--- src/irq_agg_pkg.sv ---
// package: register map, field positions and codes of the analog die irq block
package irq_agg_pkg;
  localparam logic [15:0] BASE_BLOCKING    = 16'h0200;
  localparam logic [15:0] BASE_NONBLOCKING = 16'h0300;
  localparam logic [7:0]  OFS_SRC_UPPER    = 8'h08;
  localparam logic [7:0]  OFS_SRC_LOWER    = 8'h09;
  localparam logic [7:0]  OFS_VECTOR       = 8'h0A;
  localparam logic [7:0]  OFS_RESERVED     = 8'h0B;
  localparam logic [7:0]  OFS_MASK_UPPER   = 8'h0C;
  localparam logic [7:0]  OFS_MASK_LOWER   = 8'h0D;
  localparam logic [7:0]  MASK_UPPER_RST   = 8'h00;
  localparam logic [7:0]  MASK_LOWER_RST   = 8'h00;
  localparam logic [7:0]  LOWER_USED_BITS  = 8'h3F;
  localparam logic [7:0]  VECTOR_NONE      = 8'h00;
  localparam logic [7:0]  VECTOR_FIRST     = 8'h01;
  localparam logic [7:0]  VECTOR_LAST      = 8'h0E;
  localparam int          NUM_SOURCES      = 14;
  // source index in priority order, index 0 highest
  localparam int SRC_UNDERVOLTAGE = 0;
  localparam int SRC_HIGH_TEMP    = 1;
  localparam int SRC_LIN_OVERTEMP = 2;
  localparam int SRC_TIMER_CHAN0  = 3;
  localparam int SRC_TIMER_OVF    = 7;
  localparam int SRC_SERIAL_ERR   = 8;
  localparam int SRC_SERIAL_TX    = 9;
  localparam int SRC_SERIAL_RX    = 10;
  localparam int SRC_MEAS_DONE    = 11;
  localparam int SRC_LIFETIME     = 12;
  localparam int SRC_RECAL        = 13;
endpackage

--- src/irq_aggregator.sv ---
// analog die interrupt aggregator with mirror, vector and per-source mask
`timescale 1ns/10ps
module irq_aggregator (
  input  wire logic        I_CLOCK,
  input  wire logic        I_ARST_N,
  input  wire logic        I_UNDERVOLTAGE,
  input  wire logic        I_CRANK_WAKEUP,
  input  wire logic        I_HIGH_TEMP,
  input  wire logic        I_LIN_OVERTEMP,
  input  wire logic [3:0]  I_TIMER_CHAN,
  input  wire logic        I_TIMER_OVERFLOW,
  input  wire logic        I_SERIAL_ERROR,
  input  wire logic        I_SERIAL_TRANSMIT,
  input  wire logic        I_SERIAL_RECEIVE,
  input  wire logic        I_VOLTAGE_DONE_FLAG,
  input  wire logic        I_CURRENT_DONE_FLAG,
  input  wire logic        I_LIFETIME_OVERFLOW,
  input  wire logic        I_LIFETIME_IRQ_ENABLE,
  input  wire logic        I_RECAL_REQUEST,
  input  wire logic        I_SEL,
  input  wire logic        I_WRITE,
  input  wire logic [15:0] I_ADDR,
  input  wire logic [7:0]  I_WDATA,
  output logic      [7:0]  O_RDATA,
  output logic             O_ACK,
  output logic             O_DIE_LINK_IRQ_LINE
);

  typedef struct packed {
    logic [7:0] mask_upper;
    logic [7:0] mask_lower;
    logic [7:0] rdata;
    logic       ack;
    logic       irq;
  } state_type;

  state_type state_r;
  state_type state_nxt;

  logic [13:0] pending;
  logic [7:0]  src_upper;
  logic [7:0]  src_lower;
  logic [7:0]  vector;
  logic [7:0]  offset;
  logic        hit;

  // lowest set index wins, it carries the highest priority
  function automatic logic [7:0] encode_priority(input logic [13:0] p);
    logic [7:0] code;
    code = irq_agg_pkg::VECTOR_NONE;
    for (int i = irq_agg_pkg::NUM_SOURCES - 1; i >= 0; i--) begin
      if (p[i]) begin
        code = 8'(i) + irq_agg_pkg::VECTOR_FIRST;
      end
    end
    return code;
  endfunction

  // decodes a global address into a local offset and a hit flag
  function automatic logic [8:0] decode_addr(input logic [15:0] a);
    logic [8:0] r;
    r = 9'h000;
    if (a[15:8] == irq_agg_pkg::BASE_BLOCKING[15:8] ||
        a[15:8] == irq_agg_pkg::BASE_NONBLOCKING[15:8]) begin
      r = {1'b1, a[7:0]};
    end
    return r;
  endfunction

  always_comb begin
    pending = '0;
    pending[irq_agg_pkg::SRC_UNDERVOLTAGE] = I_UNDERVOLTAGE | I_CRANK_WAKEUP;
    pending[irq_agg_pkg::SRC_HIGH_TEMP]    = I_HIGH_TEMP;
    pending[irq_agg_pkg::SRC_LIN_OVERTEMP] = I_LIN_OVERTEMP;
    pending[irq_agg_pkg::SRC_TIMER_CHAN0 +: 4] = I_TIMER_CHAN;
    pending[irq_agg_pkg::SRC_TIMER_OVF]    = I_TIMER_OVERFLOW;
    pending[irq_agg_pkg::SRC_SERIAL_ERR]   = I_SERIAL_ERROR;
    pending[irq_agg_pkg::SRC_SERIAL_TX]    = I_SERIAL_TRANSMIT;
    pending[irq_agg_pkg::SRC_SERIAL_RX]    = I_SERIAL_RECEIVE;
    pending[irq_agg_pkg::SRC_MEAS_DONE]    =
      I_VOLTAGE_DONE_FLAG | I_CURRENT_DONE_FLAG;
    pending[irq_agg_pkg::SRC_LIFETIME]     =
      I_LIFETIME_OVERFLOW & I_LIFETIME_IRQ_ENABLE;
    pending[irq_agg_pkg::SRC_RECAL]        = I_RECAL_REQUEST;
  end

  // sources map straight onto mirror bits in priority order
  assign src_upper = pending[7:0];
  assign src_lower = {2'b00, pending[13:8]};
  assign vector    = encode_priority(pending);
  assign {hit, offset} = decode_addr(I_ADDR);

  always_comb begin
    state_nxt     = state_r;
    state_nxt.ack = I_SEL;
    state_nxt.rdata = 8'h00;
    if (I_SEL && hit && I_WRITE) begin
      // mirror, vector and reserved slot are read-only; writes drop
      if (offset == irq_agg_pkg::OFS_MASK_UPPER) begin
        state_nxt.mask_upper = I_WDATA;
      end
      if (offset == irq_agg_pkg::OFS_MASK_LOWER) begin
        state_nxt.mask_lower = I_WDATA & irq_agg_pkg::LOWER_USED_BITS;
      end
    end
    if (I_SEL && hit && !I_WRITE) begin
      // reads have no side effect on any source
      unique case (offset)
        irq_agg_pkg::OFS_SRC_UPPER:  state_nxt.rdata = src_upper;
        irq_agg_pkg::OFS_SRC_LOWER:  state_nxt.rdata = src_lower;
        irq_agg_pkg::OFS_VECTOR:     state_nxt.rdata = vector;
        irq_agg_pkg::OFS_RESERVED:   state_nxt.rdata = 8'h00;
        irq_agg_pkg::OFS_MASK_UPPER: state_nxt.rdata = state_r.mask_upper;
        irq_agg_pkg::OFS_MASK_LOWER: state_nxt.rdata = state_r.mask_lower;
        default:                     state_nxt.rdata = 8'h00;
      endcase
    end
    state_nxt.irq = |(pending & ~{state_r.mask_lower[5:0],
                                  state_r.mask_upper});
  end

  always_ff @(posedge I_CLOCK or negedge I_ARST_N) begin
    if (!I_ARST_N) begin
      state_r.mask_upper <= irq_agg_pkg::MASK_UPPER_RST;
      state_r.mask_lower <= irq_agg_pkg::MASK_LOWER_RST;
      state_r.rdata      <= 8'h00;
      state_r.ack        <= 1'b0;
      state_r.irq        <= 1'b0;
    end else begin
      state_r <= state_nxt;
    end
  end

  assign O_RDATA             = state_r.rdata;
  assign O_ACK               = state_r.ack;
  assign O_DIE_LINK_IRQ_LINE = state_r.irq;

  property p_irq_follows;
    @(posedge I_CLOCK) disable iff (!I_ARST_N)
      (|(pending & ~{state_r.mask_lower[5:0], state_r.mask_upper}))
      |=> O_DIE_LINK_IRQ_LINE;
  endproperty
  a_irq_follows: assert property (p_irq_follows)
    else $error("irq line not raised for unmasked pending source");

  property p_irq_quiet;
    @(posedge I_CLOCK) disable iff (!I_ARST_N)
      !(|(pending & ~{state_r.mask_lower[5:0], state_r.mask_upper}))
      |=> !O_DIE_LINK_IRQ_LINE;
  endproperty
  a_irq_quiet: assert property (p_irq_quiet)
    else $error("irq line raised with nothing enabled pending");

  property p_vector_read;
    @(posedge I_CLOCK) disable iff (!I_ARST_N)
      (I_SEL && !I_WRITE && hit && offset == irq_agg_pkg::OFS_VECTOR &&
       pending == 14'h0000) |=> (O_RDATA == irq_agg_pkg::VECTOR_NONE);
  endproperty
  a_vector_read: assert property (p_vector_read)
    else $error("vector not zero with nothing pending");

  property p_vector_top;
    @(posedge I_CLOCK) disable iff (!I_ARST_N)
      (I_SEL && !I_WRITE && hit && offset == irq_agg_pkg::OFS_VECTOR &&
       pending[irq_agg_pkg::SRC_UNDERVOLTAGE])
      |=> (O_RDATA == irq_agg_pkg::VECTOR_FIRST);
  endproperty
  a_vector_top: assert property (p_vector_top)
    else $error("undervoltage not reported as top vector");

  property p_vector_last;
    @(posedge I_CLOCK) disable iff (!I_ARST_N)
      (I_SEL && !I_WRITE && hit && offset == irq_agg_pkg::OFS_VECTOR &&
       pending == 14'h2000) |=> (O_RDATA == irq_agg_pkg::VECTOR_LAST);
  endproperty
  a_vector_last: assert property (p_vector_last)
    else $error("recal only pending gives wrong vector");

  property p_lower_top_zero;
    @(posedge I_CLOCK) disable iff (!I_ARST_N)
      (I_SEL && !I_WRITE && hit && offset == irq_agg_pkg::OFS_SRC_LOWER)
      |=> (O_RDATA[7:6] == 2'b00 && O_RDATA[5] == $past(I_RECAL_REQUEST));
  endproperty
  a_lower_top_zero: assert property (p_lower_top_zero)
    else $error("lower mirror top bits wrong");

  property p_reserved_zero;
    @(posedge I_CLOCK) disable iff (!I_ARST_N)
      (I_SEL && hit && offset == irq_agg_pkg::OFS_RESERVED)
      |=> (O_RDATA == 8'h00);
  endproperty
  a_reserved_zero: assert property (p_reserved_zero)
    else $error("reserved slot read not zero");

  property p_mask_write;
    @(posedge I_CLOCK) disable iff (!I_ARST_N)
      (I_SEL && I_WRITE && hit && offset == irq_agg_pkg::OFS_MASK_UPPER)
      |=> (state_r.mask_upper == $past(I_WDATA));
  endproperty
  a_mask_write: assert property (p_mask_write)
    else $error("upper mask not written");

  property p_meas_source;
    @(posedge I_CLOCK) disable iff (!I_ARST_N)
      (I_VOLTAGE_DONE_FLAG || I_CURRENT_DONE_FLAG)
      |-> pending[irq_agg_pkg::SRC_MEAS_DONE];
  endproperty
  a_meas_source: assert property (p_meas_source)
    else $error("measurement source not raised");

endmodule

--- config.mk ---
export PLATFORM = sky130hd
export DESIGN_NAME = irq_aggregator
export DESIGN_NICKNAME = d
export VERILOG_FILES = /design/src/irq_agg_pkg.sv /design/src/irq_aggregator.sv
export SDC_FILE = /design/constraint.sdc
export NUM_CORES = 1
export LEC_CHECK = 0
export BUFFER_PORTS_ARGS = -buffer_cell sky130_fd_sc_hd__buf_2
export CORE_MARGIN = 1.5
export CORE_UTILIZATION = 45
export DETAILED_ROUTE_END_ITERATION = 7
export PLACE_DENSITY = 0.76
export SETUP_SLACK_MARGIN = 0.05
export SYNTH_ARGS = -nofsm -noshare
export SYNTH_HDL_FRONTEND = slang
export SYNTH_SLANG_ARGS = --single-unit
--- constraint.sdc ---
create_clock -name I_CLOCK -period 1.32 [get_ports I_CLOCK]
set_clock_uncertainty 0.05 [all_clocks]
set_input_delay 0.066 -clock I_CLOCK [delete_from_list [all_inputs] [get_ports I_CLOCK]]
set_output_delay 0.066 -clock I_CLOCK [all_outputs]
set_load 0.03 [all_outputs]
==> results.md, run 1 <==
* Worst EP required at 1.48 ns
* Die area at 3840 sq um
* WP data arrival at 1.52 ns
* Total track usage at 24.5%
* Ant. Diodes at 0
* Period minus WS final at 1.36 ns
* CP Cell Sequence: buf_6 -> nor4b_4 -> nand3_2 -> or4b_4 -> mux2_4
* Placed cells at 259
* CTS Buffer Depth at 2
* Final Hold Viols at 0
* Power per cell area at 634 nW/um^2
* Synth Cell Area at 1560 sq um
* YS warnings at 0
* Max cap viols at 0
* Share of cells above drive strength 1 at 51.9%
* Sequential cell area fraction in the yosys report at 38.4%
* Drt wl/cell at 15.3 um
* DRC at 0
* Failing checks: setup timing
* Buffers & Inverters on Critical Path at 1
* Clock transition at the registers of the reported paths at 0.13 ns
* Syn Inst Count at 146
* Setup violators final at 11
* Worst-Margin Slew at 0.538 ns
* Crit share post-route at 103%
* Yosys top cell by area: dfrtp_1
* Status: complete, but fails checks
* Clk Tree Root Cell: clkbuf_4
* Die X at 61.9 um
* Dominant cells by area after synthesis: dfrtp_1 38%, mux2_2 5.8%, mux2_4 5.8%
* HP Class: in -> reg
* Crit path kind: in -> reg
* Routed vias/inst at 5.42
* Final core utilization at 67.9%
* CTS Sinks at 24
* Post-synth top area share at 38.4%
* GRT Residual Overflow at 0
* Core outline area at 3340 sq um
* Syn_nets at 191
* Worst VDD drop at 373 uV
* Tot Pwr at 1.44 mW
* Number of CTS-inserted buffers at 3
* Initial DRC Count at 71
* Final HPWL DP at 3260 um
* CP max-delay cell: or4b_4
* Largest net degree at the start of global routing at 25
* Syn-to-layout area delta at 45.0%
* Final WL at 4240 um
* Maximum fanout along the worst path at 6
* Worst setup margin at -0.0412 ns
* DRT Pass-1 Iters at 4
* Mapped Avg Cell Area at 10.7 sq um
* IO Port Bufs at 53
* Gate family responsible for the most delay along the worst path: simple AND/OR/NAND/NOR gates
* Post-synth cell types at 49
* Crit. End Element: flip-flop
* Initial antenna violation count at 0
* Unrepaired setup endpoints after global routing: yes
* Slew margin rel. at 64.1%
* Fin nets at 277
* H-Tree Depth at 1
* Number of antenna-violating nets in the routed design at 0
* CP startpoint kind: input port
* #FFs+latches synth at 24
* Vias in the first global route at 1477
* Max Clk Rate at 0.735 GHz
* # IOs at 55
* Die span in y at 61.9 um
* Async SR Flop Fraction at 100%
* Leakage at 1.10 nW
* Vias at 1500
* First-pass GRT wire length at 6740 um
* Setup tns final at -0.299 ns
* Primary FF master, synth: dfrtp_1
* Pins Over Slew Limit at 0
* TritonCTS clock tree: yes
* Core Rows at 21
* Starting density of the core at 46.8%
* Routability cong. at 0.875
* Post-synth EDFFs at 0
* Post-Place Worst Slack at -0.408 ns
* Clock latency on the worst-skew pair at 0.31 ns
* CP max stage delay at 0.62 ns
* Final non-filler cell total at 277
## metal layers
layer | wire (um) | GRT usage [%]
met2 | 2170 | 42.7
met1 | 1760 | 30.0
met5 | 0 | 0
met4 | 89 | 9.73
met3 | 226 | 4.14
## area by class of cell
class	instances	area (sq um)
timing repair buffer	95	637
multi-input combinational	100	905
clock buffer	4	36.3
tap	46	57.6
inverter	8	30.0
fill	256	1070
sequential	24	601
## placed cells by master, fill, tap and decap left out, types with 2 or more instances in the layout
master / Yosys / routed
nor3b_1: 3 / 3
dlygate4sd3_1: 0 / 10
mux2i_1: 3 / 3
nor4_4: 1 / 2
buf_4: 8 / 31
mux4_2: 3 / 3
nand2b_1: 5 / 5
a211oi_1: 4 / 3
o311a_1: 2 / 2
nor3_2: 1 / 2
o21a_1: 4 / 4
o22ai_1: 3 / 3
nand2_1: 3 / 3
mux2_4: 6 / 13
dfrtp_1: 24 / 24
buf_2: 1 / 50
nand4_1: 2 / 2
clkbuf_4: 0 / 3
o21ai_0: 4 / 4
nand3_1: 2 / 2
inv_1: 8 / 8
a21oi_1: 3 / 3
nor2_1: 12 / 11
or4b_4: 1 / 2
buf_6: 1 / 3
nor3_1: 4 / 3
nor2b_1: 3 / 3
nor4_1: 2 / 2
## timing repair
item,4_1_cts,5_1_grt
hold endpoints to repair,39,0
setup endpoints to repair,8,22
resized for setup,2,4
hold buffers,10,0
cloned,0,0
pin swaps,5,4
buffers inserted,4,0
## worst register-to-register path, cell delays in order, from the launching register on
cell,delay (ns)
dfrtp_1,0.42
mux4_2,0.46
nor3b_1,0.15
o21a_1,0.17
## where the power goes
part	switching [mW]	internal [mW]	total [mW]
combinational	0.150	0.162	0.312
sequential	0.000419	0.737	0.737
clock	0.220	0.168	0.389
## cell families (layout without fill, tap and decap cells)
kind of cell    after synthesis  count (layout)  synth area share (%)
simple gates                 50              50                  21.8
compound gates               30              30                  14.3
flops                        24              24                  38.4
buf+inv                      22             107                  7.77
mux                          20              20                  17.8
## flip-flops by register name, indices dropped and copies added (netlist names)
signal               count
state_r                 14
O_ACK                    1
O_DIE_LINK_IRQ_LINE      1
O_RDATA                  8
## final timing paths
kind / startpoint / to / slack (ns) / cells after the start
min in group asynchronous: I_ARST_N / state_r[15] / 0.20 / 2
setup / recovery: I_ADDR[11] / state_r[13] / -0.04 / 5
max in group asynchronous: I_ARST_N / O_DIE_LINK_IRQ_LINE / 0.66 / 2
setup reg to reg: state_r[19] / O_RDATA[1] / -0.03 / 3
hold / removal: I_SERIAL_TRANSMIT / O_DIE_LINK_IRQ_LINE / 0.04 / 3
hold reg to reg: state_r[24] / state_r[24] / 0.52 / 1
## stage by stage
stage	cell area [sq um]	hold WS, ns
6_report	2270	0.0396
2_1_floorplan	1620	-0.280
3_3_place_gp	2070	0.0174
5_1_grt	2270	0.0506
3_5_place_dp	2070	0.0297
4_1_cts	2240	0.0291
## Yosys cell counts, types with 2 or more instances
cell and number:
buf_4 8, nand2_1 3, a211oi_1 4, mux4_2 3, nor3_1 4, nor3b_1 3, mux2_2 8, nand3_1 2
o311a_1 2, mux2i_1 3, o21ai_0 4, nor4_1 2, mux2_4 6, nor2_1 12, nor2b_1 3, clkbuf_1 4
nand4_1 2, o21a_1 4, dfrtp_1 24, nand2b_1 5, a21oi_1 3, o22ai_1 3, inv_1 8
No activity file was read; power rests on OpenSTA's default activity.
==> run 2: changes to the inputs <==
--- a/config.mk
+++ b/config.mk
@@ -10,7 +10,6 @@
 export CORE_UTILIZATION = 45
 export DETAILED_ROUTE_END_ITERATION = 7
 export PLACE_DENSITY = 0.76
-export SETUP_SLACK_MARGIN = 0.05
 export SYNTH_ARGS = -nofsm -noshare
 export SYNTH_HDL_FRONTEND = slang
 export SYNTH_SLANG_ARGS = --single-unit
==> run 2 against run 1 <==
  * The flow still finishes with violations (setup timing)
  * Clock power grew 40%
  * Sequential share of layout area shrank 0.71 points
  * Critical path depth is the same
  * First-iteration DRC count grew 41%
  * Setup slack gained 0.013 ns
  * Wire length grew 8.1%
  * Core utilization grew 1.9 points
  * Clock-buffer cell count shrank 1
==> results.md, run 2 (synthesized netlist as in run 1, its figures left out) <==
* Footprint of the multi-input gates at 908 sq um (was 905 sq um)
* Commonest non-fill, non-tap cell in the layout: buf_2 (unchanged)
* Initial antenna violation count at 0 (unchanged)
* Setup tns final at -0.150 ns (was -0.299 ns)
* Worst setup margin at -0.0282 ns (was -0.0412 ns)
* Starting density of the core at 46.8% (unchanged)
* Total track usage at 26.0% (was 24.5%)
* Met1 GRT Util at 31.8% (was 30.0%)
* Clk Tree Root Cell: clkbuf_4 (unchanged)
* Met2 Track Usage GR at 47.4% (was 42.7%)
* Unrepaired setup endpoints after global routing: yes (unchanged)
* Routability cong. at 0.952 (was 0.875)
* H-Tree Depth at 1 (unchanged)
* Drt wl/cell at 16.2 um (was 15.3 um)
* WP data arrival at 1.52 ns (about the same)
* Psw at 392 uW (was 370 uW)
* Crit. End Element: flip-flop (unchanged)
* Clk network pwr share at 34.0% (was 27.0%)
* Post-Place Worst Slack at -0.461 ns (was -0.408 ns)
* Max cap viols at 0 (unchanged)
* Die area at 3840 sq um (unchanged)
* Fin nets at 283 (was 277)
* Final core utilization at 69.8% (was 67.9%)
* CTS Buffer Depth at 2 (unchanged)
* Vias in the first global route at 1581 (was 1477)
* Failing checks: setup timing (unchanged)
* Setup violators final at 7 (was 11)
* Initial DRC Count at 100 (was 71)
* Fillers at 273 (was 256)
* DRC at 0 (unchanged)
* Status: complete, but fails checks (unchanged)
* Syn-to-layout area delta at 49.0% (was 45.0%)
* Max Clk Rate at 0.742 GHz (was 0.735 GHz)
* Number of CTS-inserted buffers at 3 (unchanged)
* CTS Sinks at 24 (unchanged)
* Internal power at 1.21 mW (was 1.07 mW)
* Core Rows at 21 (unchanged)
* Crit path kind: in -> reg (unchanged)
* DP Area at 2100 sq um (was 2070 sq um)
* Worst EP required at 1.49 ns (was 1.48 ns)
* HP Class: in -> reg (unchanged)
* Switching Share at 24.4% (was 25.8%)
* Worst-Margin Slew at 0.575 ns (was 0.538 ns)
* Worst VDD drop at 392 uV (was 373 uV)
* Final WL at 4580 um (was 4240 um)
* DRT Pass-1 Iters at 4 (unchanged)
* # IOs at 55 (unchanged)
* Leakage at 1.14 nW (was 1.10 nW)
* Die span in y at 61.9 um (unchanged)
* GRT busiest layer: met2 (unchanged)
* Die X at 61.9 um (unchanged)
* Number of antenna-violating nets in the routed design at 0 (unchanged)
* First-pass GRT wire length at 7180 um (was 6740 um)
* Vias at 1521 (was 1500)
* Core outline area at 3340 sq um (unchanged)
* Pins Over Slew Limit at 0 (unchanged)
* Largest net degree at the start of global routing at 25 (unchanged)
* Ant. Diodes at 0 (unchanged)
* Register area at 601 sq um (unchanged)
* IO Port Bufs at 53 (unchanged)
* Crit share post-route at 102% (was 103%)
* GRT Residual Overflow at 0 (unchanged)
* Clock transition at the registers of the reported paths at 0.14 ns (was 0.13 ns)
* Clock latency on the worst-skew pair at 0.32 ns (was 0.31 ns)
* Maximum fanout along the worst path at 6 (unchanged)
* Share of cells above drive strength 1 at 52.3% (was 51.9%)
* Biggest register: state_r (unchanged)
* Commonest cells after routing, fill and taps aside: 49 x buf_2, 37 x buf_4, 24 x dfrtp_1 (was 50 x buf_2, 31 x buf_4, 24 x dfrtp_1)
* Final HPWL DP at 3590 um (was 3260 um)
* Met3 usage at 3.52% (was 4.14%)
* Slew margin rel. at 61.7% (was 64.1%)
* Cell area after layout at 2330 sq um (was 2270 sq um)
* Final Hold Viols at 0 (unchanged)
* CP startpoint kind: input port (unchanged)
* Routed vias/inst at 5.37 (was 5.42)
* Max reg flops at 14 (unchanged)
* Period minus WS final at 1.35 ns (was 1.36 ns)
* Seq pwr share at 46.0% (was 51.3%)
* TritonCTS clock tree: yes (unchanged)
* Power per cell area at 689 nW/um^2 (was 634 nW/um^2)
* Combinational share of power at 20.0% (was 21.7%)
==> run 2: repair_timing <==
| item | CTS | global route |
|---|---|---|
| hold buffers | 10 | 0 |
| endpoints found under the setup margin | 8 | 19 |
| buffers inserted | 4 | 0 |
| resized for setup | 4 | 4 |
| pin swaps | 6 | 5 |
| endpoints found under the hold margin | 39 | 0 |
==> run 2: final timing paths <==
kind                                   startpoint                  end  slack, ns  cells after the start
worst min-delay path            I_SERIAL_TRANSMIT  O_DIE_LINK_IRQ_LINE       0.02                      3
worst max-delay path                    I_ADDR[4]          state_r[12]      -0.03                      5
worst max register to register        state_r[11]           O_RDATA[1]      -0.01                      3
max in group asynchronous                I_ARST_N                O_ACK       0.64                      2
worst min register to register        state_r[24]          state_r[24]       0.52                      1
min in group asynchronous                I_ARST_N           O_RDATA[7]       0.19                      2
==> run 2: final cells by class <==
cell class	instances	area share, %
Sequential cell	24	25.8
Clock buffer	3	0.967
Clock inverter	1	1.29
Tap cell	46	2.47
Multi-Input combinational cell	100	39.0
Timing Repair Buffer	101	29.2
Inverter	8	1.29
==> run 2: per-stage QoR <==
stage / hold WS (ns) / std cells / total power, mW
2_1_floorplan: -0.280 / 146 / 0.854
3_3_place_gp: 0.0218 / 265 / 1.03
6_report: 0.0162 / 283 / 1.60
4_1_cts: 0.0108 / 283 / 1.60
3_5_place_dp: 0.0414 / 265 / 1.04
5_1_grt: 0.0241 / 283 / 1.68
==> run 2: power groups by stage <==
stage / clock network, mW / registers (mW) / logic (mW)
global route: 0.588 / 0.738 / 0.350
global placement: 0 / 0.751 / 0.277
finish: 0.546 / 0.737 / 0.321
CTS: 0.551 / 0.737 / 0.316
floorplan: 0 / 0.755 / 0.0989
detailed placement: 0 / 0.751 / 0.286
==> run 2: routing by layer <==
| metal | routed length [um] | part of all wire [%] |
|---|---|---|
| met2 | 2380 | 52 |
| met5 | 0 | 0 |
| met3 | 244 | 5.3 |
| met1 | 1930 | 42 |
| met4 | 33 | 0.72 |
==> run 2: worst max-delay path: stages <==
cell     delay, ns
buf_6         0.09
nor4_4        0.33
nand2_4       0.07
or4b_4        0.62
mux2_4        0.34
==> run 3: changes to the inputs <==
==> config.mk (replaced) <==
export PLATFORM = sky130hd
export DESIGN_NAME = irq_aggregator
export DESIGN_NICKNAME = d
export VERILOG_FILES = /design/src/irq_agg_pkg.sv /design/src/irq_aggregator.sv
export SDC_FILE = /design/constraint.sdc
export NUM_CORES = 1
export LEC_CHECK = 0
export CORE_ASPECT_RATIO = 0.75
export CORE_MARGIN = 1.5
export CORE_UTILIZATION = 56
export DETAILED_ROUTE_END_ITERATION = 7
export DONT_BUFFER_PORTS = 1
export PLACE_DENSITY = 0.74
export SYNTH_ARGS = -nofsm -noshare
export SYNTH_HDL_FRONTEND = slang
export SYNTH_SLANG_ARGS = --single-unit
==> run 3 against run 2 <==
  * Critical path depth down 2
  * Clock power up 21%
  * Largest cell class unchanged
  * Wire length down 11%
  * Final area down 16%
  * The run ends with hold timing, setup timing left
==> results.md, run 3 (synthesized netlist as in run 1, its figures left out) <==
* Biggest register: state_r (unchanged)
* Final WL at 4080 um (was 4580 um)
* Pins Over Slew Limit at 0 (unchanged)
* Crit share post-route at 103% (was 102%)
* Initial antenna violation count at 0 (unchanged)
* Power per cell area at 805 nW/um^2 (was 689 nW/um^2)
* Die span in y at 48.8 um (was 61.9 um)
* Commonest cells after routing, fill and taps aside: 24 x dfrtp_1, 16 x buf_4, 15 x dlygate4sd3_1 (was 49 x buf_2, 37 x buf_4, 24 x dfrtp_1)
* Syn-to-layout area delta at 24.6% (was 49.0%)
* Clock transition at the registers of the reported paths at 0.09 ns (was 0.14 ns)
* First-pass GRT wire length at 6670 um (was 7180 um)
* Share of cells above drive strength 1 at 30.2% (was 52.3%)
* Routability cong. at 0.880 (was 0.952)
* Starting density of the core at 59.6% (was 46.8%)
* Setup violators final at 2 (was 7)
* Total track usage at 28.9% (was 26.0%)
* CTS Hold Bufs at 17 (was 10)
* HP Class: in -> reg (unchanged)
* Final core utilization at 74.2% (was 69.8%)
* Worst setup margin at -0.0363 ns (was -0.0282 ns)
* Core outline area at 2620 sq um (was 3340 sq um)
* Routed vias/inst at 6.37 (was 5.37)
* Crit path kind: reg -> reg (was in -> reg)
* Max Clk Rate at 0.737 GHz (was 0.742 GHz)
* Clock latency on the worst-skew pair at 0.28 ns (was 0.32 ns)
* Crit. End Element: flip-flop (unchanged)
* WP data arrival at 1.48 ns (was 1.52 ns)
* DRT Pass-1 Iters at 4 (unchanged)
* Max reg flops at 14 (unchanged)
* Final HPWL DP at 2910 um (was 3590 um)
* Initial DRC Count at 124 (was 100)
* Largest net degree at the start of global routing at 25 (unchanged)
* GRT Residual Overflow at 0 (unchanged)
* CTS Sinks at 24 (unchanged)
* H-Tree Depth at 1 (unchanged)
* Max cap viols at 0 (unchanged)
* TritonCTS clock tree: yes (unchanged)
* Die area at 3120 sq um (was 3840 sq um)
* Worst VDD drop at 598 uV (was 392 uV)
* CP startpoint kind: flip-flop (was input port)
* Fin nets at 215 (was 283)
* Ant. Diodes at 0 (unchanged)
* Vias at 1306 (was 1521)
* Clk Tree Root Cell: clkbuf_8 (was clkbuf_4)
* Maximum fanout along the worst path at 2 (was 6)
* Die X at 64 um (was 61.9 um)
* IO Port Bufs at 0 (was 53)
* Worst EP required at 1.44 ns (was 1.49 ns)
* Slew margin rel. at 27.8% (was 61.7%)
* Final Hold Viols at 6 (was 0)
* Period minus WS final at 1.36 ns (was 1.35 ns)
* Failing checks: hold timing, setup timing (was setup timing)
* Drt wl/cell at 19.9 um (was 16.2 um)
* CTS Buffer Depth at 2 (unchanged)
* Core Rows at 16 (was 21)
* Vias in the first global route at 1338 (was 1581)
* Number of CTS-inserted buffers at 3 (unchanged)
* # IOs at 55 (unchanged)
* Tot Pwr at 1.57 mW (was 1.60 mW)
* DRC at 0 (unchanged)
* Worst-Margin Slew at 1.08 ns (was 0.575 ns)
* Status: complete, but fails checks (unchanged)
* Leakage at 0.850 nW (was 1.14 nW)
* Hold Slack at -0.0685 ns (was 0.0162 ns)
* Commonest non-fill, non-tap cell in the layout: dfrtp_1 (was buf_2)
* Unrepaired setup endpoints after global routing: yes (unchanged)
* Number of antenna-violating nets in the routed design at 0 (unchanged)
run 3: cell type report:
class / instances / area, sq um
Clock buffer: 3 / 41.3
Clock inverter: 1 / 30.0
Tap cell: 36 / 45.0
Timing Repair Buffer: 33 / 303
Inverter: 8 / 30.0
Fill cell: 185 / 676
Multi-Input combinational cell: 100 / 897
Sequential cell: 24 / 601
run 3: worst paths after layout:
kind                              from           to  slack, ns  cells after the start
max                        state_r[12]   O_RDATA[2]      -0.04                      3
min                          I_ADDR[1]   O_RDATA[0]      -0.07                      2
max reg2reg                state_r[12]   O_RDATA[2]      -0.04                      3
min reg2reg                state_r[13]  state_r[13]       0.50                      1
max in group asynchronous     I_ARST_N  state_r[19]       0.57                      1
min in group asynchronous     I_ARST_N        O_ACK       0.01                      1
run 3: worst max-delay path, stage by stage, from the launching register on:
cell and delay [ns]:
dfrtp_1 0.39, mux4_2 0.48, nor3b_2 0.17, o21a_1 0.16
run 3: timing repair:
item,4_1_cts,5_1_grt
buffers inserted,4,1
gates resized for setup,1,2
endpoints found under the hold margin,48,5
endpoints found under the setup margin,8,34
pin swaps,4,2
run 3: through the flow:
stage | setup slack, ns | cells | setup TNS (ns) | area (sq um)
after detailed placement | -0.308 | 180 | -3.21 | 1670
after CTS | -0.0343 | 205 | -0.0393 | 1940
after floorplan | -0.304 | 146 | -4.05 | 1610
after global placement | -0.270 | 180 | -2.73 | 1670
final | -0.0363 | 205 | -0.0533 | 1950
after global routing | -0.0786 | 205 | -0.140 | 1950
run 3: metal layers:
metal  up-vias  wire length (um)  global-route usage, %
met5         -                 0                      0
met1       633              1680                   38.3
met2        78              1920                   46.4
met3        12               375                   6.74
li1        583                 -                      -
met4         0               104                   10.5
run 3: power by group:
part           internal, mW  leakage, nW  switching, mW
Sequential            0.736        0.328        0.00386
Clock                 0.406       0.0357          0.256
Combinational        0.0924        0.487         0.0716
Total                  1.23        0.850          0.332
